## src/serial_port_defines.svh

```systemverilog
// Register map, field positions, reset values and bit periods
`ifndef SERIAL_PORT_DEFINES_SVH
`define SERIAL_PORT_DEFINES_SVH

// Register indices; byte address is four times the index
`define CTRL_IDX 30'h0000_0006
`define DATA_IDX 30'h0000_0007
`define MODE_IDX 30'h0000_0008

// Only whole-word transfers change registers
`define WORD_SIZE 3'h2

// Control register fields
`define RXDONE_POS 0
`define TXDONE_POS 1
`define RXNINTH_POS 2
`define TXNINTH_POS 3
`define RXEN_POS 4
`define MPMODE_POS 5
`define MODEONE_POS 6
`define MODEZERO_POS 7

// Mode register fields
`define FRMCHK_POS 0
`define RATESEL_POS 1

// Reset values
`define CTRL_RESET 8'h00
`define DATA_RESET 8'h00
`define MODE_RESET 8'h00

// Bit periods in clock units
`define PER_SYNC_SLOW 7'h0C
`define PER_SYNC_FAST 7'h04
`define PER_FAST_BAUD 7'h10
`define PER_FAST_SYS 7'h20
`define PER_SLOW 7'h40

`endif

```

## src/serial_port_pkg.sv

```systemverilog
// Shared types of the serial port
package serial_port_pkg;
    // Operating modes, coded as {mode bit zero, mode bit one}
    typedef enum logic [1:0] {
        MODE_SYNC = 2'b00,
        MODE_ASYNC10 = 2'b01,
        MODE_SYS11 = 2'b10,
        MODE_BAUD11 = 2'b11
    } mode_t;

    // Receiver states, Gray along idle-start-data-stop
    typedef enum logic [1:0] {
        RX_IDLE = 2'b00,
        RX_START = 2'b01,
        RX_DATA = 2'b11,
        RX_STOP = 2'b10
    } rx_state_t;

    // Transmitter states, Gray along idle-start-bits-stop
    typedef enum logic [1:0] {
        TX_IDLE = 2'b00,
        TX_START = 2'b01,
        TX_BITS = 2'b11,
        TX_STOP = 2'b10
    } tx_state_t;
endpackage

```

## src/serial_link_if.sv

```systemverilog
// Signals between the serial port control and its two shifters
interface serial_link_if;
    logic unitTick;
    logic [6:0] period;
    serial_port_pkg::mode_t mode;
    logic multiproc;
    logic txStart;
    logic [7:0] txData;
    logic txNinth;
    logic txBusy;
    logic txDone;
    logic txLine;
    logic txShiftClk;
    logic rxEnable;
    logic rxStart;
    logic rxLine;
    logic rxDone;
    logic rxFrameErr;
    logic rxNinth;
    logic [7:0] rxData;
    logic rxShiftClk;

    // Transmit shifter side
    modport tx(input unitTick, period, mode, txStart, txData, txNinth,
        output txBusy, txDone, txLine, txShiftClk);
    // Receive shifter side
    modport rx(input unitTick, period, mode, multiproc, rxEnable, rxStart,
        rxLine, output rxDone, rxFrameErr, rxNinth, rxData, rxShiftClk);
endinterface

```

## src/serial_tx.sv

```systemverilog
// Transmit shifter for all four serial modes
module serial_tx (
    // Clock and reset
    input wire logic clk,
    input wire logic rst,
    // Link to the control block
    serial_link_if.tx link
);
    serial_port_pkg::tx_state_t state;
    logic [6:0] cnt;
    logic [3:0] bitNum;
    logic [8:0] shReg;
    logic ninthSnap;

    // Period boundary and frame shape
    wire isSync = link.mode == serial_port_pkg::MODE_SYNC;
    wire hasNinth = link.mode[1];
    wire [3:0] lastBit = hasNinth ? 4'h8 : 4'h7;
    wire periodEnd = link.unitTick && (cnt == link.period - 7'h01);
    wire firstHalf = cnt < {1'b0, link.period[6:1]};
    wire inBits = state == serial_port_pkg::TX_BITS;

    // Line level and shift clock, low in first half of each bit in synchronous mode
    assign link.txBusy = state != serial_port_pkg::TX_IDLE;
    assign link.txLine = (state == serial_port_pkg::TX_START) ? 1'b0 :
        inBits ? shReg[0] : 1'b1;
    assign link.txShiftClk = !(isSync && inBits && firstHalf);

    // Unit counter restarts at each bit boundary
    always_ff @(posedge clk) begin
        if (rst || !link.txBusy || periodEnd)
            cnt <= 7'h00;
        else if (link.unitTick)
            cnt <= cnt + 7'h01;
    end

    // Frame sequencer
    always_ff @(posedge clk) begin
        link.txDone <= 1'b0;
        if (rst) begin
            state <= serial_port_pkg::TX_IDLE;
            bitNum <= 4'h0;
            shReg <= 9'h000;
            ninthSnap <= 1'b0;
        end else begin
            unique case (state)
                serial_port_pkg::TX_IDLE: if (link.txStart) begin
                    // ninth bit loaded
                    shReg <= {link.txNinth, link.txData};
                    ninthSnap <= link.txNinth;
                    bitNum <= 4'h0;
                    state <= isSync ? serial_port_pkg::TX_BITS :
                        serial_port_pkg::TX_START;
                end
                serial_port_pkg::TX_START: if (periodEnd) begin
                    state <= serial_port_pkg::TX_BITS;
                end
                serial_port_pkg::TX_BITS: if (periodEnd) begin
                    shReg <= {1'b0, shReg[8:1]};
                    bitNum <= bitNum + 4'h1;
                    if (bitNum == lastBit) begin
                        // done after last data bit
                        link.txDone <= 1'b1;
                        state <= isSync ? serial_port_pkg::TX_IDLE :
                            serial_port_pkg::TX_STOP;
                    end
                end
                serial_port_pkg::TX_STOP: if (periodEnd) begin
                    state <= serial_port_pkg::TX_IDLE;
                end
            endcase
        end
    end
endmodule

```

## src/serial_rx.sv

```systemverilog
// Receive shifter with start check, ninth bit and address filter
module serial_rx (
    // Clock and reset
    input wire logic clk,
    input wire logic rst,
    // Link to the control block
    serial_link_if.rx link
);
    serial_port_pkg::rx_state_t state;
    logic [6:0] cnt;
    logic [3:0] bitNum;
    logic [8:0] shReg;

    // Sampling points and frame shape
    wire isSync = link.mode == serial_port_pkg::MODE_SYNC;
    wire hasNinth = link.mode[1];
    wire [3:0] lastBit = hasNinth ? 4'h8 : 4'h7;
    wire [6:0] halfPer = {1'b0, link.period[6:1]};
    wire periodEnd = link.unitTick && (cnt == link.period - 7'h01);
    wire halfEnd = link.unitTick && (cnt == halfPer - 7'h01);
    wire idle = state == serial_port_pkg::RX_IDLE;
    wire inData = state == serial_port_pkg::RX_DATA;
    wire halt = !link.rxEnable && !idle;
    wire [8:0] nextSh = {link.rxLine, shReg[8:1]};
    wire [7:0] gotData = hasNinth ? nextSh[7:0] : nextSh[8:1];
    wire mpBlock = link.multiproc && !link.rxLine;
    wire lastData = inData && periodEnd && bitNum == lastBit;
    assign link.rxShiftClk = !(isSync && inData && cnt < halfPer);

    // Unit counter, realigned to mid-bit after the start check
    always_ff @(posedge clk) begin
        if (rst || idle || periodEnd ||
            (state == serial_port_pkg::RX_START && halfEnd))
            cnt <= 7'h00;
        else if (link.unitTick)
            cnt <= cnt + 7'h01;
    end

    // Frame sequencer
    always_ff @(posedge clk) begin
        link.rxDone <= 1'b0;
        link.rxFrameErr <= 1'b0;
        if (rst) begin
            state <= serial_port_pkg::RX_IDLE;
            bitNum <= 4'h0;
            shReg <= 9'h000;
            link.rxData <= 8'h00;
            link.rxNinth <= 1'b0;
        end else if (halt) begin
            // receiver off drops frame
            state <= serial_port_pkg::RX_IDLE;
        end else begin
            unique case (state)
                serial_port_pkg::RX_IDLE: begin
                    bitNum <= 4'h0;
                    // enable starts reception
                    if (isSync && link.rxStart)
                        state <= serial_port_pkg::RX_DATA;
                    else if (!isSync && link.rxEnable && !link.rxLine)
                        state <= serial_port_pkg::RX_START;
                end
                serial_port_pkg::RX_START: if (halfEnd) begin
                    state <= link.rxLine ? serial_port_pkg::RX_IDLE :
                        serial_port_pkg::RX_DATA;
                end
                serial_port_pkg::RX_DATA: if (periodEnd) begin
                    shReg <= nextSh;
                    bitNum <= bitNum + 4'h1;
                    if (bitNum == lastBit) begin
                        state <= isSync ? serial_port_pkg::RX_IDLE :
                            serial_port_pkg::RX_STOP;
                        // done on last bit
                        if (isSync || (hasNinth && !mpBlock)) begin
                            link.rxDone <= 1'b1;
                            link.rxData <= gotData;
                            link.rxNinth <= link.rxLine;
                        end
                    end
                end
                serial_port_pkg::RX_STOP: if (periodEnd) begin
                    state <= serial_port_pkg::RX_IDLE;
                    link.rxFrameErr <= !link.rxLine;
                    // stop bit decides
                    if (!hasNinth && !mpBlock) begin
                        link.rxDone <= 1'b1;
                        link.rxData <= shReg[8:1];
                        link.rxNinth <= link.rxLine;
                    end
                end
            endcase
        end
    end
endmodule

```

## src/serial_port_control.sv

```systemverilog
// Serial port control, status and data registers on an AHB-Lite slave
//
// Operation
// Any reset clears the whole control register to zero.
// Synchronous mode sets receive-done at the end of the eighth bit.
// Ten-bit mode sets receive-done after the stop sample, subject to multiproc bit.
// Eleven-bit modes set receive-done after the ninth bit sample.
// Receive-done stays set until software writes it to zero.
// Transmit-done sets after the last data bit; holds until software clears.
// Eleven-bit modes store the received ninth bit.
// Ten-bit mode with multiproc bit zero stores the stop bit there.
// Eleven-bit modes send the transmit ninth bit as ninth frame bit.
// Receive-enable zero keeps the receiver off and accepts nothing.
// Receive-enable one enables async reception or starts a synchronous receive.
// Ten-bit mode with multiproc bit set drops frames with bad stop.
// Multiproc eleven-bit modes drop frames whose ninth bit is zero.
// Synchronous shift clock divides by twelve, or by four with multiproc bit.
// Control bits: done flags 0-1, ninth bits 2-3, enable 4, modes 5-7.
// Mode bits pick synchronous, ten-bit baud, eleven-bit system or baud.
// With framing check, bit seven is a sticky framing error flag.
// Rate select picks bit period 16, 32 or 64 clocks.
// One data address: writes feed transmitter, reads return receive buffer.
// A hardware flag set beats a same-cycle software clear.
`include "serial_port_defines.svh"

module serial_port_control (
    // Clock and reset
    input wire logic clk,
    input wire logic rst,
    // AHB-Lite slave
    input wire logic hsel,
    input wire logic [31:0] haddr,
    input wire logic [1:0] htrans,
    input wire logic hwrite,
    input wire logic [2:0] hsize,
    input wire logic [31:0] hwdata,
    input wire logic hready,
    output logic hreadyout,
    output logic hresp,
    output logic [31:0] hrdata,
    // Serial pins
    input wire logic baudClk,
    input wire logic rxd,
    output logic txd,
    output logic shiftClk
);
    serial_link_if link();

    // Pin synchronisers and baud edge
    logic rxdMeta;
    logic rxdSync;
    logic baudMeta;
    logic baudSync;
    logic baudPrev;

    // Control register fields
    logic rxDoneFlag;
    logic txDoneFlag;
    logic rxNinthBit;
    logic txNinthBit;
    logic rxEnable;
    logic multiprocModeBit;
    logic modeBitOne;
    logic modeBitZero;
    logic framingErrorFlag;

    // Mode register fields and receive buffer
    logic framingCheckEnable;
    logic rateSelect;
    logic [7:0] rxBuf;

    // Bus data phase state
    logic wrPend;
    logic rdPend;
    logic [29:0] regIdx;

    // Bus decode
    wire reqTaken = hsel && hready && htrans[1];
    wire wrCtrl = wrPend && regIdx == `CTRL_IDX;
    wire wrData = wrPend && regIdx == `DATA_IDX;
    wire wrMode = wrPend && regIdx == `MODE_IDX;
    wire [7:0] wByte = hwdata[7:0];

    // control bit places
    wire bitSeven = framingCheckEnable ? framingErrorFlag : modeBitZero;
    wire [7:0] ctrlValue = {bitSeven, modeBitOne, multiprocModeBit,
        rxEnable, txNinthBit, rxNinthBit, txDoneFlag, rxDoneFlag};
    wire [7:0] modeValue = {6'h00, rateSelect, framingCheckEnable};
    wire [7:0] modeReset = `MODE_RESET; // Low two bits kept

    // R19 reads return receive buffer
    wire [7:0] readByte = (regIdx == `CTRL_IDX) ? ctrlValue :
        (regIdx == `DATA_IDX) ? rxBuf :
        (regIdx == `MODE_IDX) ? modeValue : 8'h00;

    // mode and clock source select
    serial_port_pkg::mode_t modeSel;
    assign modeSel = serial_port_pkg::mode_t'({modeBitZero, modeBitOne});
    wire isSync = modeSel == serial_port_pkg::MODE_SYNC;
    wire baudMode = modeSel == serial_port_pkg::MODE_ASYNC10 ||
        modeSel == serial_port_pkg::MODE_BAUD11;
    wire baudTick = baudSync && !baudPrev;

    // bit period select
    wire [6:0] syncPer = multiprocModeBit ? `PER_SYNC_FAST : `PER_SYNC_SLOW;
    wire [6:0] fastPer = baudMode ? `PER_FAST_BAUD : `PER_FAST_SYS;
    wire [6:0] asyncPer = rateSelect ? fastPer : `PER_SLOW;

    // Shifter link drive
    assign link.unitTick = baudMode ? baudTick : 1'b1;
    assign link.period = isSync ? syncPer : asyncPer;
    assign link.mode = modeSel;
    assign link.multiproc = multiprocModeBit;
    assign link.txStart = wrData && !link.txBusy;
    assign link.txData = wByte;
    assign link.txNinth = txNinthBit;
    assign link.rxEnable = rxEnable;
    assign link.rxLine = rxdSync;
    // sync receive waits for clear flag
    assign link.rxStart = isSync && rxEnable && !rxDoneFlag &&
        !link.rxDone && !link.txBusy;

    // Framing error event, only while the check is on
    wire feSet = link.rxFrameErr && framingCheckEnable;

    serial_tx txUnit (
        .clk(clk),
        .rst(rst),
        .link(link)
    );

    serial_rx rxUnit (
        .clk(clk),
        .rst(rst),
        .link(link)
    );

    // Two-stage synchronisers for pins
    always_ff @(posedge clk) begin
        if (rst) begin
            rxdMeta <= 1'b1;
            rxdSync <= 1'b1;
            baudMeta <= 1'b0;
            baudSync <= 1'b0;
            baudPrev <= 1'b0;
        end else begin
            rxdMeta <= rxd;
            rxdSync <= rxdMeta;
            baudMeta <= baudClk;
            baudSync <= baudMeta;
            baudPrev <= baudSync;
        end
    end

    // Bus phases; reads take one wait state
    always_ff @(posedge clk) begin
        if (rst) begin
            wrPend <= 1'b0;
            rdPend <= 1'b0;
            regIdx <= 30'h0000_0000;
            hreadyout <= 1'b1;
            hresp <= 1'b0;
            hrdata <= 32'h0000_0000;
        end else begin
            wrPend <= reqTaken && hwrite && hsize == `WORD_SIZE;
            rdPend <= reqTaken && !hwrite;
            hreadyout <= !(reqTaken && !hwrite);
            if (reqTaken)
                regIdx <= haddr[31:2];
            if (rdPend)
                hrdata <= {24'h00_0000, readByte};
        end
    end

    // control fields cleared on reset
    always_ff @(posedge clk) begin
        if (rst) begin
            {modeBitZero, modeBitOne, multiprocModeBit, rxEnable,
                txNinthBit, rxNinthBit, txDoneFlag, rxDoneFlag} <= `CTRL_RESET;
            framingErrorFlag <= 1'b0;
        end else begin
            if (wrCtrl) begin
                rxEnable <= wByte[`RXEN_POS];
                txNinthBit <= wByte[`TXNINTH_POS];
                multiprocModeBit <= wByte[`MPMODE_POS];
                modeBitOne <= wByte[`MODEONE_POS];
            end
            // bit seven leaves mode alone
            if (wrCtrl && !framingCheckEnable)
                modeBitZero <= wByte[`MODEZERO_POS];
            // receive flag, set wins
            rxDoneFlag <= link.rxDone ||
                (wrCtrl ? wByte[`RXDONE_POS] : rxDoneFlag);
            // transmit flag, set wins
            txDoneFlag <= link.txDone ||
                (wrCtrl ? wByte[`TXDONE_POS] : txDoneFlag);
            // framing flag, set wins
            framingErrorFlag <= feSet ||
                ((wrCtrl && framingCheckEnable) ?
                wByte[`MODEZERO_POS] : framingErrorFlag);
            // ninth bit captured with data
            rxNinthBit <= link.rxDone ? link.rxNinth :
                (wrCtrl ? wByte[`RXNINTH_POS] : rxNinthBit);
        end
    end

    // Mode register and receive buffer
    always_ff @(posedge clk) begin
        if (rst) begin
            {framingCheckEnable, rateSelect} <= modeReset[1:0];
            rxBuf <= `DATA_RESET;
        end else begin
            if (wrMode) begin
                framingCheckEnable <= wByte[`FRMCHK_POS];
                rateSelect <= wByte[`RATESEL_POS];
            end
            // receive buffer loads
            if (link.rxDone)
                rxBuf <= link.rxData;
        end
    end

    // Pin drivers, idle high
    always_ff @(posedge clk) begin
        if (rst) begin
            txd <= 1'b1;
            shiftClk <= 1'b1;
        end else begin
            txd <= link.txLine;
            shiftClk <= link.txShiftClk && link.rxShiftClk;
        end
    end
endmodule

```

## config.mk

```make
export PLATFORM = sky130hd
export DESIGN_NAME = serial_port_control
export DESIGN_NICKNAME = d
export VERILOG_FILES = /design/src/serial_port_pkg.sv /design/src/serial_link_if.sv /design/src/serial_tx.sv /design/src/serial_rx.sv /design/src/serial_port_control.sv
export VERILOG_INCLUDE_DIRS = /design/src
export SDC_FILE = /design/constraint.sdc
export NUM_CORES = 1
export LEC_CHECK = 0
export ABC_AREA = 1
export BUFFER_PORTS_ARGS = -buffer_cell sky130_fd_sc_hd__buf_2
export CAP_MARGIN = 10
export CELL_PAD_IN_SITES_DETAIL_PLACEMENT = 1
export CELL_PAD_IN_SITES_GLOBAL_PLACEMENT = 1
export CORE_ASPECT_RATIO = 0.8
export CORE_MARGIN = 3
export CORE_UTILIZATION = 30
export DETAILED_ROUTE_END_ITERATION = 10
export PLACE_DENSITY_LB_ADDON = 0.1
export SLEW_MARGIN = 20
export SYNTH_ARGS = -nofsm -noshare
export SYNTH_HDL_FRONTEND = slang
export SYNTH_SLANG_ARGS = --single-unit
```

## constraint.sdc

```tcl
create_clock -name clk -period 1.7 [get_ports clk]
set_input_delay 0 -clock clk [delete_from_list [all_inputs] [get_ports clk]]
set_output_delay 0 -clock clk [all_outputs]
set_load 0.05 [all_outputs]
```

# Yosys cells after proc, flatten, opt, wreduce, memory -nomap -nowiden
# Index checks and enable logic that the tools add are counted.
# totals
input_bits,76
out_inout_bits,36
reg_bits,123
# op_classes
n_eq_ne,29
magnitude_cmp,2
add_sub_neg,6
bitwise_logic,5
n_mux,61
n_reduce_logical,75
# op_table
cell,n
$mux 8,8
$eq 30x3->1 const B,2
$logic_and 1x1->1,33
$eq 30x4->1 const B,1
$mux 2,15
$eq 7x7->1,3
$mux 1,20
$mux 4,5
$mux 9,2
$pmux 9 s2,1
$pmux 2 s4,2
$pmux 4 s2,2
$pmux 8 s2,1
$logic_not 1->1,15
$add 7x1->7 const B,2
$lt 7x6->1,2
$mux 7,2
$ne 2x1->1 const B,7
$eq 2x2->1 const B,5
$logic_or 1x1->1,10
$reduce_and 5->1,2
$reduce_bool 2->1,5
$reduce_and 3->1,3
$add 4x1->4 const B,2
15 further kinds,28

# Depth between registers and ports, before layout
# depth
word_depth,10
mapped_depth,14
mapped_depth_nobuf,12

# By module
# From an unflattened synthesis, not the netlist that was laid out.
# hier_totals
cells_unflattened,998
area_unflattened_um2,6775.2
# modules_own_cells
module,instances,cells_each,seq_area_each_um2,area_each_um2
serial_port_control,1,414,1341.3,3022.9
serial_rx,1,355,640.6,2227.1
serial_tx,1,229,460.4,1525.2

# Worst setup path after synthesis
# No wires, ideal clock.
# synth_path
path_type,reg-to-reg
from,reg modeBitZero
to,reg shiftClk
stages_incl_launch_ff,12
t_arrival_ns,1.693
synth_period_minus_slack_ns,1.812
setup_ns,0.119
slack_ns,-0.112
path_cell_list,dfxtp_1 -> buf_6 -> nor2_4 -> buf_4 -> nand2_1 -> ha_1 -> a21oi_1 -> nor2_1 -> o21a_1 -> o21a_1 -> o21ai_0 -> nand2_1
# synth_via
elab_chain_cells,9
word_cells_on_any_way,16
# synth_lines
item,line,source
start: declaration,serial_port_control.sv:64,logic modeBitZero;
start signal: assignment,serial_port_control.sv:190,modeBitZero <= wByte[`MODEZERO_POS];
$eq 2x1->1 / $eq 2x2->1 (equally long branches),"serial_port_control.sv:100, serial_port_control.sv:101",
$logic_or 1x1->1,serial_port_control.sv:100,wire baudMode = modeSel == serial_port_pkg::MODE_ASYNC10 ||
$mux 6 (no line),-,
$mux 7 (no line),-,
$mux 7,serial_port_control.sv:111,assign link.period = isSync ? syncPer : asyncPer;
"$lt 7x6->1, on equally long branches","serial_tx.sv:20, serial_rx.sv:28",
"$logic_and 1x1->1, on equally long branches","serial_tx.sv:27, serial_rx.sv:28",
"$logic_not 1->1, on equally long branches","serial_tx.sv:27, serial_rx.sv:28",
$logic_and 1x1->1 *,serial_port_control.sv:230,shiftClk <= link.txShiftClk && link.rxShiftClk;
end signal: assignment,serial_port_control.sv:230,
end: declaration,serial_port_control.sv:45,output logic shiftClk
# Every way passes the cells marked *; elsewhere a longest branch is shown, timed or not.
# A chain may end at the register's enable or synchronous reset.

# Worst setup path in the final report
# layout_path
from,reg regIdx[11]
to,reg txUnit.bitNum[1]
# layout_via
elab_chain_cells,5
# layout_lines
item,line,source
start: declaration,serial_port_control.sv:75,logic [29:0] regIdx;
start signal: assignment,serial_port_control.sv:169,regIdx <= haddr[31:2];
$eq 30x3->1 (no line),-,
$logic_and 1x1->1 (no line),-,
$logic_and 1x1->1,serial_port_control.sv:114,assign link.txStart = wrData && !link.txBusy;
$ne 2x2->1 (no line),-,
$reduce_and 3->1 (no line),-,
end signal: assignment,serial_tx.sv:60,bitNum <= bitNum + 4'h1;
end: declaration,serial_tx.sv:11,logic [3:0] bitNum;
# No other way between the ends.

==> flow_summary_export.csv <==
group,metric,value,unit
outcome,status,"finished with violations",
outcome,violations,"setup timing",
cts,clkTransAtPathRegs,0.06,ns
drt,route.final.wire_length,19400,microns
sta,final_critical_path_setup_slack,-0.153,ns
drt,wire_per_inst,15.3,microns
synthesis,syn_inst,837,
drt,drt-initial-drc-count,178,
sta,fin_crit_sh,1.09,
sta,hold_viol,0,
pwr,power_density,817,nW/um^2
drt,vias,5880,
floorplan,rows,45,
floorplan,dieArea,21300,sq um
sta,post-route-min-period,1.85,ns
global_routing,grt_pass1_wl,31100,microns
worst_setup_path,path_buf_inv,3,
layout,drive_gt1_frac,0.296,
synthesis,synth_seq_cells,122,
drt,drcViolationCount,0,
sta,slew_viol_final,0,
global_routing,grt_pass1_vias,6198,
worst_setup_path,path_cells,"inv_2 -> nand4_1 -> nor2_2 -> buf_6 -> nand4_1 -> nand2_8 -> buf_6 -> o21ai_1 -> nor2_1",
cts,cts.htree.levels,4,
global_routing,grt_usage,0.183,
global_routing,grt_max_degree,33,
pwr,vdd.ir_drop.worst,450,uV
drt,first_pass_iters,4,
layout,mostFrequentLayoutCells,"143 x nand2_1, 119 x dfxtp_1, 92 x inv_1",
worst_setup_path,crit_path_start_kind,"flop",
cts,clock_latency,0.42,ns
placed_design,place_area,6730,sq um
worst_setup_path,worstPathArrival,2.21,ns
pwr,total_power,6.88,mW
global_routing,antenna_found_initial,0,
worst_setup_path,crit_family,"simple AND/OR/NAND/NOR gates",
sta,setup_violations,42,
layout,final_nets,1087,
floorplan,die_x,162,microns
floorplan,start_util,0.308,
pwr,power_leakage,3.66,nW
worst_setup_path,critical_path_required,2.06,ns
floorplan,ios,112,
synthesis,ys_seq_area_frac,0.416,
worst_setup_path,crit_fanout,4,
cts,cts_buffers,17,
sta,whs,0.0330,ns
cts,clockRootBuffer,"clkbuf_16",
placed_design,gp_congestion,0.835,
layout,syn_to_final_growth,43.6,%
worst_setup_path,endpoint_kind,"flop",
global_routing,grt_overflow,0,
placed_design,io_buffer_count,59,
drt,antenna_left,0,
floorplan,core_area,19100,sq um
worst_setup_path,slowest_delay,0.32,ns
sta,rsz0062_at_grt,"true",
sta,fmax,540,MHz
cts,cts.sinks,122,
synthesis,synth.distinct_cells,37,
drt,viasPerCell,4.64,
worst_setup_path,r2r_setup_slack,-0.15,ns
worst_setup_path,cp_slowest_cell,"dfxtp_2",
layout,fin_area,8430,sq um
synthesis,ys_warn_count,0,
sta,slew_headroom,0.561,
min_path,worstHoldPathType,"in2reg",
cts,cts_tree,"done",
run,maxCapViolations,0,
sta,clock_skew,0.0118,ns
synthesis,syn-cell-area,5870,sq um
placed_design,hpwl,13600,microns
floorplan,die_h,131,microns
synthesis,synth_area_per_cell,7.01,sq um
sta,worstMarginPinSlew,0.657,ns
layout,final_common_cell,"nand2_1",
layout,antenna_cells,0,
worst_setup_path,crit_type,"reg2reg",
cts,clk_path_buf_depth,2,
==> worst paths after layout <==
kind                                    endpoint  depth (start not counted)       start
worst max register to register  txUnit.bitNum[1]                          9  regIdx[11]
worst min-delay path            rxUnit.bitNum[3]                          3         rst
worst min register to register          baudSync                          2    baudMeta
worst max-delay path            txUnit.bitNum[1]                          9  regIdx[11]
==> where the power goes <==
group	switching [mW]	total, mW	internal [mW]
logic	0.416	0.666	0.250
clock network	1.39	3.29	1.90
registers	0.0241	2.93	2.91
total	1.83	6.88	5.05
==> cell usage after synthesis <==
cell type	instances	area, sq um
nand2_1	181	679
dfxtp_1	122	2440
inv_1	101	379
nor2_1	89	334
a21oi_1	80	400
o21ai_0	72	360
nand3_1	46	230
buf_4	27	203
clkbuf_1	24	90.1
ha_1	13	163
nand4_1	12	75.1
nor3_1	11	55.1
o211ai_1	6	45.0
xnor2_1	6	52.6
xor2_1	6	52.6
or2_2	5	31.3
nand2_2	4	25.0
buf_6	3	33.8
nand2_4	3	33.8
nor3b_1	3	22.5
a211oi_1	2	15.0
buf_2	2	10.0
inv_2	2	7.51
nor2_2	2	12.5
nor4_1	2	12.5
o21a_1	2	15.0
a21oi_4	1	16.3
a22oi_1	1	7.51
and3_1	1	6.26
buf_1	1	3.75
clkinv_1	1	3.75
conb_1	1	3.75
nand3_2	1	10.0
nor2_4	1	11.3
nor3_2	1	10.0
o21bai_1	1	7.51
o221ai_1	1	8.76
==> area by class of cell <==
class,count,area [sq um]
fillers,2357,10700
repair buffers,172,1380
inverters,104,403
multi-input cells,581,3340
well taps,258,323
clock buffers,18,439
flip-flops and latches,122,2450
clock inverters,13,98.8
==> worst register-to-register path: stages, from the launching register on <==
cell,delay [ns]
dfxtp_2,0.32
inv_2,0.05
nand4_1,0.22
nor2_2,0.20
buf_6,0.12
nand4_1,0.31
nand2_8,0.24
buf_6,0.13
o21ai_1,0.07
nor2_1,0.13
==> sequential cells by signal (all words and copies together), names as in the netlist, 2 cells and up <==
register,cells
hrdata,8
regIdx,30
rxUnit.state,2
rxBuf,8
txUnit.bitNum,4
txUnit.state,2
rxUnit.cnt,7
txUnit.cnt,7
rxUnit.bitNum,4
rxUnit.shReg,8
txUnit.shReg,9
rxUnit.link.rxData,8
==> per-stage QoR <==
step / setup slack, ns / TNS (ns) / utilization / cells
floorplan: -0.00880 / -0.00880 / - / 861
global placement: -0.0622 / -1.02 / 0.352 / 1180
detailed placement: -0.135 / -2.52 / 0.352 / 1180
CTS: -0.0688 / -0.784 / 0.416 / 1259
global route: -0.243 / -9.03 / 0.442 / 1268
finish: -0.153 / -2.68 / 0.442 / 1268
==> kinds of logic (layout without fill, tap and decap cells) <==
logic type / count (synthesis) / after routing / share of synthesized area
compound gates: 166 / 166 / 0.149
xor+xnor: 12 / 12 / 0.0179
fa+ha+maj: 13 / 13 / 0.0277
buf+inv: 161 / 307 / 0.124
flops: 122 / 122 / 0.416
other cells: 1 / 25 / 0.000639
simple gates: 362 / 365 / 0.264
==> metal layers <==
layer | share of wire | up-vias | track usage
met2 | 0.48 | 82 | 0.300
li1 | - | 2964 | -
met5 | 0 | - | 0
met3 | 0.030 | 12 | 0.0384
met4 | 0.0088 | 0 | 0.0464
met1 | 0.49 | 2822 | 0.247
==> repair_timing <==
action                                  4_1_cts  5_1_grt
pin swaps                                    21       53
gates cloned                                  2        2
resized for setup                            69      117
hold endpoints to repair                     53        0
endpoints found under the setup margin       48       68
buffers inserted                              3        7
hold buffers                                 43        0
Power figures use the tool's default switching activity.
